### config.mk
export PLATFORM = sky130hd
export DESIGN_NAME = dtc_top
export DESIGN_NICKNAME = d
export VERILOG_FILES = /design/src/inc/dtc_pkg.sv /design/src/dtc_top.sv
export SDC_FILE = /design/constraint.sdc
export NUM_CORES = 1
export LEC_CHECK = 0
export ABC_AREA = 1
export BUFFER_PORTS_ARGS = -buffer_cell sky130_fd_sc_hd__buf_2
export CAP_MARGIN = 20
export CORE_MARGIN = 1
export CORE_UTILIZATION = 51
export CTS_CLUSTER_SIZE = 10
export DETAILED_ROUTE_END_ITERATION = 12
export HOLD_SLACK_MARGIN = 0.15
export PLACE_DENSITY = 0.75
export REMOVE_ABC_BUFFERS = 1
export SLEW_MARGIN = 20
export SYNTH_ARGS = -nofsm -noshare
export SYNTH_HDL_FRONTEND = slang
export SYNTH_SLANG_ARGS = --single-unit
### constraint.sdc
create_clock -name core_clk_in -period 5.9 [get_ports core_clk_in]
set_clock_uncertainty 0.05 [all_clocks]
set_input_delay 0 -clock core_clk_in [delete_from_list [all_inputs] [get_ports core_clk_in]]
set_output_delay 0 -clock core_clk_in [all_outputs]
set_load 0.02 [all_outputs]
### src/inc/dtc_pkg.sv
package dtc_pkg;
    localparam logic [7:0] DTC_ADDR_CTRL   = 8'h88;
    localparam logic [7:0] DTC_ADDR_MODE   = 8'h89;
    localparam logic [7:0] DTC_ADDR_LOW0   = 8'h8A;
    localparam logic [7:0] DTC_ADDR_LOW1   = 8'h8B;
    localparam logic [7:0] DTC_ADDR_HIGH0  = 8'h8C;
    localparam logic [7:0] DTC_ADDR_HIGH1  = 8'h8D;
    localparam logic [7:0] DTC_CTRL_RESET  = 8'h00;
    localparam logic [7:0] DTC_MODE_RESET  = 8'h00;
    localparam logic [7:0] DTC_COUNT_RESET = 8'h00;
    // Control register bit positions
    localparam int DTC_CTRL_OVF1 = 7;
    localparam int DTC_CTRL_RUN1 = 6;
    localparam int DTC_CTRL_OVF0 = 5;
    localparam int DTC_CTRL_RUN0 = 4;
    // Mode register nibble layout (channel 1 adds 4)
    localparam int DTC_MODE_GATE  = 3;
    localparam int DTC_MODE_SRC   = 2;
    localparam int DTC_MODE_HI    = 1;
    localparam int DTC_MODE_LO    = 0;
    localparam int DTC_CH1_SHIFT  = 4;
    // Timer source divides the peripheral clock by this
    localparam int DTC_TIMER_DIV  = 6;
    localparam logic [2:0] DTC_DIV_LAST = 3'(DTC_TIMER_DIV - 1);
    localparam logic [4:0] DTC_PRESCALE_MAX = 5'h1F;
    typedef enum logic [1:0] {
        DTC_MODE_13BIT,
        DTC_MODE_16BIT,
        DTC_MODE_RELOAD,
        DTC_MODE_SPLIT
    } dtc_mode_e;
endpackage

### src/dtc_top.sv
// Implementation choice: the address-and-strobe port.
`timescale 1ns/100ps
module dtc_top
    import dtc_pkg::*;
(
    input  wire logic       core_clk_in,
    input  wire logic       arst_n_in,
    input  wire logic [7:0] reg_addr_in,
    input  wire logic [7:0] reg_wdata_in,
    input  wire logic       reg_wr_in,
    input  wire logic       reg_rd_in,
    output logic      [7:0] reg_rdata_out,
    input  wire logic       count_input_ch0_in,
    input  wire logic       count_input_ch1_in,
    input  wire logic       ext_gate_pin_ch0_in,
    input  wire logic       ext_gate_pin_ch1_in,
    input  wire logic       isr_enter_ch0_in,
    input  wire logic       isr_enter_ch1_in,
    output logic            overflow_flag_ch0_out,
    output logic            overflow_flag_ch1_out
);
    import dtc_pkg::*;

    logic       rst_meta_n;
    logic       rst_n;
    always_ff @(posedge core_clk_in or negedge arst_n_in) begin
        if (!arst_n_in) begin
            rst_meta_n <= 1'b0;
            rst_n      <= 1'b0;
        end else begin
            rst_meta_n <= 1'b1;
            rst_n      <= rst_meta_n;
        end
    end

    // Pin synchronisers: three stages, change accepted when last two agree
    logic [3:0] pin_raw;
    logic [3:0] pin_s1;
    logic [3:0] pin_s2;
    logic [3:0] pin_s3;
    logic [3:0] pin_val;
    logic [3:0] next_pin_val;
    assign pin_raw = {ext_gate_pin_ch1_in, ext_gate_pin_ch0_in,
                      count_input_ch1_in, count_input_ch0_in};
    genvar gi;
    generate
        for (gi = 0; gi < 4; gi++) begin : g_pin
            always_comb begin
                next_pin_val[gi] = (pin_s2[gi] == pin_s3[gi]) ? pin_s3[gi] : pin_val[gi];
            end
        end
    endgenerate
    always_ff @(posedge core_clk_in or negedge rst_n) begin
        if (!rst_n) begin
            pin_s1  <= 4'h0;
            pin_s2  <= 4'h0;
            pin_s3  <= 4'h0;
            pin_val <= 4'h0;
        end else begin
            pin_s1  <= pin_raw;
            pin_s2  <= pin_s1;
            pin_s3  <= pin_s2;
            pin_val <= next_pin_val;
        end
    end

    // Machine-cycle divider and count-input edge detect
    logic [2:0] div_cnt;
    logic [2:0] next_div_cnt;
    logic       tick;
    logic [1:0] cin_prev;
    logic [1:0] next_cin_prev;
    logic [1:0] cin_fall;
    assign tick = (div_cnt == DTC_DIV_LAST);
    always_comb begin
        next_div_cnt  = tick ? 3'h0 : div_cnt + 3'h1;
        next_cin_prev = tick ? pin_val[1:0] : cin_prev;
        cin_fall      = tick ? (cin_prev & ~pin_val[1:0]) : 2'b00;
    end

    // Registers
    logic [7:0] ctrl;
    logic [7:0] mode;
    logic [7:0] cnt_lo [2];
    logic [7:0] cnt_hi [2];
    logic [7:0] next_ctrl;
    logic [7:0] next_mode;
    logic [7:0] next_lo [2];
    logic [7:0] next_hi [2];
    logic [7:0] next_rdata;

    logic [1:0] gate_en;
    logic [1:0] src_ext;
    logic [1:0] run_bit;
    logic [1:0] gate_pin;
    logic [1:0] ch_run;
    logic [1:0] ch_inc;
    logic [1:0] ch_ovf;
    logic       hi0_inc;
    logic       hi0_ovf;
    dtc_mode_e  ch_mode [2];
    logic [7:0] cnt_next_lo [2];
    logic [7:0] cnt_next_hi [2];

    always_comb begin
        ch_mode[0] = dtc_mode_e'({mode[DTC_MODE_HI], mode[DTC_MODE_LO]});
        ch_mode[1] = dtc_mode_e'({mode[DTC_MODE_HI + DTC_CH1_SHIFT],
                                  mode[DTC_MODE_LO + DTC_CH1_SHIFT]});
        gate_en    = {mode[DTC_MODE_GATE + DTC_CH1_SHIFT], mode[DTC_MODE_GATE]};
        src_ext    = {mode[DTC_MODE_SRC + DTC_CH1_SHIFT], mode[DTC_MODE_SRC]};
        run_bit    = {ctrl[DTC_CTRL_RUN1], ctrl[DTC_CTRL_RUN0]};
        gate_pin   = pin_val[3:2];
        // Channel 0 always needs its run bit; channel 1 does not while channel 0 is in split mode
        ch_run[0]  = run_bit[0] & (~gate_en[0] | gate_pin[0]);
        // Channel 1 runs on its own in split mode of channel 0, halts in mode 3
        ch_run[1]  = ((ch_mode[0] == DTC_MODE_SPLIT) | run_bit[1])
                     & (~gate_en[1] | gate_pin[1])
                     & (ch_mode[1] != DTC_MODE_SPLIT);
        // Split high timer counts machine cycles on channel 1 run bit
        hi0_inc = (ch_mode[0] == DTC_MODE_SPLIT) & run_bit[1] & tick;
        hi0_ovf = hi0_inc & (cnt_hi[0] == 8'hFF);
    end

    // Per-channel count step; register writes override it below
    genvar ci;
    generate
        for (ci = 0; ci < 2; ci++) begin : g_ch
            always_comb begin
                ch_inc[ci] = ch_run[ci] & (src_ext[ci] ? cin_fall[ci] : tick);
            end
            always_comb begin
                cnt_next_lo[ci] = cnt_lo[ci];
                cnt_next_hi[ci] = cnt_hi[ci];
                ch_ovf[ci]      = 1'b0;
                if (ch_inc[ci]) begin
                    case (ch_mode[ci])
                        DTC_MODE_13BIT: begin
                            // Upper three low-byte bits are carried along untouched
                            cnt_next_lo[ci] = {cnt_lo[ci][7:5],
                                               cnt_lo[ci][4:0] + 5'h01};
                            if (cnt_lo[ci][4:0] == DTC_PRESCALE_MAX) begin
                                cnt_next_hi[ci] = cnt_hi[ci] + 8'h01;
                                ch_ovf[ci]      = (cnt_hi[ci] == 8'hFF);
                            end
                        end
                        DTC_MODE_16BIT: begin
                            {cnt_next_hi[ci], cnt_next_lo[ci]} =
                                {cnt_hi[ci], cnt_lo[ci]} + 16'h0001;
                            ch_ovf[ci] = ({cnt_hi[ci], cnt_lo[ci]} == 16'hFFFF);
                        end
                        DTC_MODE_RELOAD: begin
                            // High byte only feeds the reload, never changes here
                            if (cnt_lo[ci] == 8'hFF) begin
                                cnt_next_lo[ci] = cnt_hi[ci];
                                ch_ovf[ci]      = 1'b1;
                            end else begin
                                cnt_next_lo[ci] = cnt_lo[ci] + 8'h01;
                            end
                        end
                        DTC_MODE_SPLIT: begin
                            // Only channel 0 reaches here; channel 1 is gated off
                            cnt_next_lo[ci] = cnt_lo[ci] + 8'h01;
                            ch_ovf[ci]      = (cnt_lo[ci] == 8'hFF);
                        end
                        default: begin
                            cnt_next_lo[ci] = cnt_lo[ci];
                        end
                    endcase
                end
            end
        end
    endgenerate

    always_comb begin
        next_lo[0] = cnt_next_lo[0];
        next_lo[1] = cnt_next_lo[1];
        next_hi[0] = cnt_next_hi[0];
        next_hi[1] = cnt_next_hi[1];
        // Split high byte is its own timer on channel 0's high register
        if (hi0_inc) begin
            next_hi[0] = cnt_hi[0] + 8'h01;
        end

        next_ctrl = ctrl;
        next_mode = mode;
        if (reg_wr_in) begin
            case (reg_addr_in)
                DTC_ADDR_CTRL:  next_ctrl = reg_wdata_in;
                DTC_ADDR_MODE:  next_mode = reg_wdata_in;
                DTC_ADDR_LOW0:  next_lo[0] = reg_wdata_in;
                DTC_ADDR_LOW1:  next_lo[1] = reg_wdata_in;
                DTC_ADDR_HIGH0: next_hi[0] = reg_wdata_in;
                DTC_ADDR_HIGH1: next_hi[1] = reg_wdata_in;
                default: begin
                    next_ctrl = ctrl;
                end
            endcase
        end
        if (isr_enter_ch0_in) begin
            next_ctrl[DTC_CTRL_OVF0] = 1'b0;
        end
        if (isr_enter_ch1_in) begin
            next_ctrl[DTC_CTRL_OVF1] = 1'b0;
        end
        // Hardware set wins over any clear in the same cycle
        if (ch_ovf[0]) begin
            next_ctrl[DTC_CTRL_OVF0] = 1'b1;
        end
        if ((ch_mode[0] == DTC_MODE_SPLIT) ? hi0_ovf : ch_ovf[1]) begin
            next_ctrl[DTC_CTRL_OVF1] = 1'b1;
        end

        next_rdata = 8'h00;
        if (reg_rd_in) begin
            case (reg_addr_in)
                DTC_ADDR_CTRL:  next_rdata = ctrl;
                DTC_ADDR_MODE:  next_rdata = mode;
                DTC_ADDR_LOW0:  next_rdata = cnt_lo[0];
                DTC_ADDR_LOW1:  next_rdata = cnt_lo[1];
                DTC_ADDR_HIGH0: next_rdata = cnt_hi[0];
                DTC_ADDR_HIGH1: next_rdata = cnt_hi[1];
                default:        next_rdata = 8'h00;
            endcase
        end
    end

    always_ff @(posedge core_clk_in or negedge rst_n) begin
        if (!rst_n) begin
            div_cnt       <= 3'h0;
            cin_prev      <= 2'b00;
            ctrl          <= DTC_CTRL_RESET;
            mode          <= DTC_MODE_RESET;
            cnt_lo[0]     <= DTC_COUNT_RESET;
            cnt_lo[1]     <= DTC_COUNT_RESET;
            cnt_hi[0]     <= DTC_COUNT_RESET;
            cnt_hi[1]     <= DTC_COUNT_RESET;
            reg_rdata_out <= 8'h00;
        end else begin
            div_cnt       <= next_div_cnt;
            cin_prev      <= next_cin_prev;
            ctrl          <= next_ctrl;
            mode          <= next_mode;
            cnt_lo[0]     <= next_lo[0];
            cnt_lo[1]     <= next_lo[1];
            cnt_hi[0]     <= next_hi[0];
            cnt_hi[1]     <= next_hi[1];
            reg_rdata_out <= next_rdata;
        end
    end

    assign overflow_flag_ch0_out = ctrl[DTC_CTRL_OVF0];
    assign overflow_flag_ch1_out = ctrl[DTC_CTRL_OVF1];
endmodule

==> results.md <==
- R2r endpoint: cnt_hi[13]
- Peak supply drop: 0.141 mV
- Mux contribution to synthesized area: 0%
- Simple-Gate Fraction of Synth Area: approximately 30%
- Power Internal: roughly 0.00094 W
- CP Max Fanout: 3
- Die H: slightly above 100 um
- Sink Count: 79
- Asr flop ratio synth: between 90% and 100%
- Arrival @ worst endpoint: roughly 2.5 ns
- Ports: 36
- DRT Pass-1 Iters: 6
- Clock power frac: between 30% and 40%
- Vias/cell: between 5 and 6
- Source of the worst register-to-register timing path: cnt_lo[8]
- Core area: 0.00973 mm2
- Setup repair after global routing missed its margin: false
- Post-Synth XOR/XNOR Area: less than 1%
- Total grt overflow: 0
- H-tree levels: 3
- Detailed-route via count: ~5,100
- Synth Area in Compound Gates: between 10% and 20%
- Main combinational cell family by area after synthesis: simple AND/OR/NAND/NOR gates
- Maximum root-to-sink buffer count: 2
- Fmax: about 460 MHz
- Setup_tns: 0 ns
- Residual DRC: 0
- Final ANT Viol Nets: 0
- Mapped Cells: 694
- Status: complete, no violations
- Share of layout cells above drive strength 1: ~15%
- Final Power: between 0.001 and 0.0015 W
- Post-synthesis instance area: ~0.0051 mm2
- Die area: around 0.010 mm2
- Startpoint Class: input pin
- Later-pin clock latency in the skew report: 0.37 ns
- Least-Margin Pin Slew: around 0.65 ns
- Rel. slew slack: between 50% and 60%
- # diodes: 0
- Nets@finish: around 790
- Worst setup path start: reg_addr_in[6]
- Synth Warn #: 0
- Register area share after synthesis: 39.0%
- Sw Share: about a third
- Die Width: 102 um
- Area growth from synthesis to layout: 14.8%
- Top post-synthesis cells by area: dfrtp_1, nand2_1, inv_1
- Initial antenna violation count: 0
- Placed Cells: between 800 and 900
- Pleak: between 2 and 3 nW
- EDFF count, synth: 0
- Fin cells: about 890
- Num CTS Buffers: 9
- Post-layout util: approximately three fifths
- Synthesized flop and latch total: 79
- Drt first-iter violations: approximately 530
- Placed inst area: 0.00536 mm2
- Pwr dens: roughly 250 mW/mm2
- Crit end category: flip-flop
- Reg clk slew, reported paths: around 0.1 ns
- CTS tree: built
- Minimum clock period: ~2.2 ns
- Avg Inst Size Synth: 7.31 um2
- Postcts setup bufs: 0
- Root buffer cell: clkbuf_8
- NetSw: 0.000509 W
- R2r setup slk: ~3.7 ns
- Final instance area: 0.00582 mm2
- Main flop type after synthesis: dfrtp_1
- Seq pwr share: approximately 45%
- I/O Buffers: 35
- Final hold vios: 0
- Routability-driven placement congestion ratio: 0.998
- Synth cell types: 44
- CP required: 6.15 ns
- Routed WL: between 15 and 20 mm
- GR Util All Layers: 32.1%
- Crit path capture: reg_rdata_out[3]
- Largest net degree at the start of global routing: 78
- Initial core utilization: between 50% and 60%
- Row cnt: 36
- Detailed Place HPWL: approximately 12 mm
- Global-route wire length before repair: about 25 mm
- Comb pwr share: 21.6%
- Critical path type: in -> reg
- Post-synth top cells: nand2_1, inv_1, dfrtp_1
- # setup viols final: 0
- Max-slew violation count: 0
- Avg WL per Cell: between 15 and 20 um
- Vias in the first global route: ~4,600
- Most common cell in the netlist: nand2_1
- Cell depth of the worst flop-to-flop path: 12
- Post-Synth Adder-Cell Area: roughly 2.3%
- Yosys top cell area share: between 30% and 40%
- Largest area contributor in the netlist: dfrtp_1
- Worst Hold Class: reg -> async
- MaxCap Viol Count: 0
- Fin crit share: between 30% and 40%
-- registers in the layout (all words and copies together) (netlist names), 3 cells and up --
register and cells:
cnt_hi 16, pin_s2 4, pin_s1 4, ctrl 8, div_cnt 3, pin_val 4, cnt_lo 16, mode 8
pin_s3 4, reg_rdata_out 8
-- layout make-up --
cell class | count | area, um2
Sequential cell | 79 | 1980
Clock inverter | 7 | 108
Tap cell | 133 | 166
Multi-Input combinational cell | 500 | 2630
Timing Repair Buffer | 57 | 413
Clock buffer | 9 | 124
Inverter | 107 | 403
Fill cell | 937 | 3910
-- critical path: stages --
cell,delay (ns)
dlygate4sd3_1,0.54
buf_2,0.13
nor2_2,0.11
nand2_2,0.10
dlygate4sd3_1,0.62
nor3_4,0.15
dlygate4sd3_1,0.60
a21oi_1,0.07
a21oi_1,0.13
-- stage by stage --
| stage | setup slack, ns | hold WS, ns |
|---|---|---|
| after floorplan | 3.49 | -0.346 |
| after global placement | 3.85 | -0.265 |
| after detailed placement | 3.78 | -0.263 |
| after CTS | 3.72 | 0.189 |
| after global routing | 3.52 | 0.202 |
| final | 3.71 | 0.171 |
-- metal layers --
layer / track usage (%) / part of all wire [%]
met4: 13.6 / 3.1
met5: 0 / 0
met2: 48.3 / 44
met1: 45.5 / 42
met3: 5.38 / 10
-- power by group through the flow --
stage / sequential, W / clock (W) / combinational, W
floorplan: 0.000641 / 0 / 0.000211
global placement: 0.000663 / 0 / 0.000286
detailed placement: 0.000664 / 0 / 0.000285
CTS: 0.000654 / 0.000491 / 0.000296
global route: 0.000655 / 0.000514 / 0.000347
finish: 0.000649 / 0.000487 / 0.000313
-- cell families after synthesis --
group | count (synthesis)
DFF | 79
and+or+nand+nor | 316
xor gates and xnor gates | 4
AOI/OAI and AO/OA | 169
other | 1
adders and majority gates | 10
buffers and inverters | 115
-- placed cells by master (no fill, tap or decap), types with 6 or more instances in the layout --
cell           instances
a21oi_1               56
a22oi_1                8
buf_2                 35
clkbuf_8               9
dfrtp_1               78
dlygate4sd3_1         21
ha_1                   6
inv_1                 94
inv_2                 12
nand2_1              166
nand2_2                8
nand3_1               38
nand4_1                6
nor2_1                57
nor2_2                13
nor2_4                 6
nor3_1                 8
o211ai_1               7
o21ai_0               49
o21ai_1               17
o22ai_1               16
-- timing repair --
action | 4_1_cts | 5_1_grt
endpoints found under the hold margin | 62 | 0
hold buffers | 21 | 0
gates resized for setup | 0 | 0
-- worst min path at each step --
| stage | startpoint | endpoint | cells past startpoint |
|---|---|---|---|
| after floorplan | arst_n_in | rst_meta_n | 0 |
| after global placement | arst_n_in | rst_meta_n | 1 |
| after detailed placement | arst_n_in | rst_meta_n | 1 |
| after CTS | reg_addr_in[1] | reg_rdata_out[6] | 5 |
| after global routing | rst_n | pin_s1[3] | 0 |
| final | rst_n | pin_s1[3] | 0 |
(Power assumes the default switching activity.)
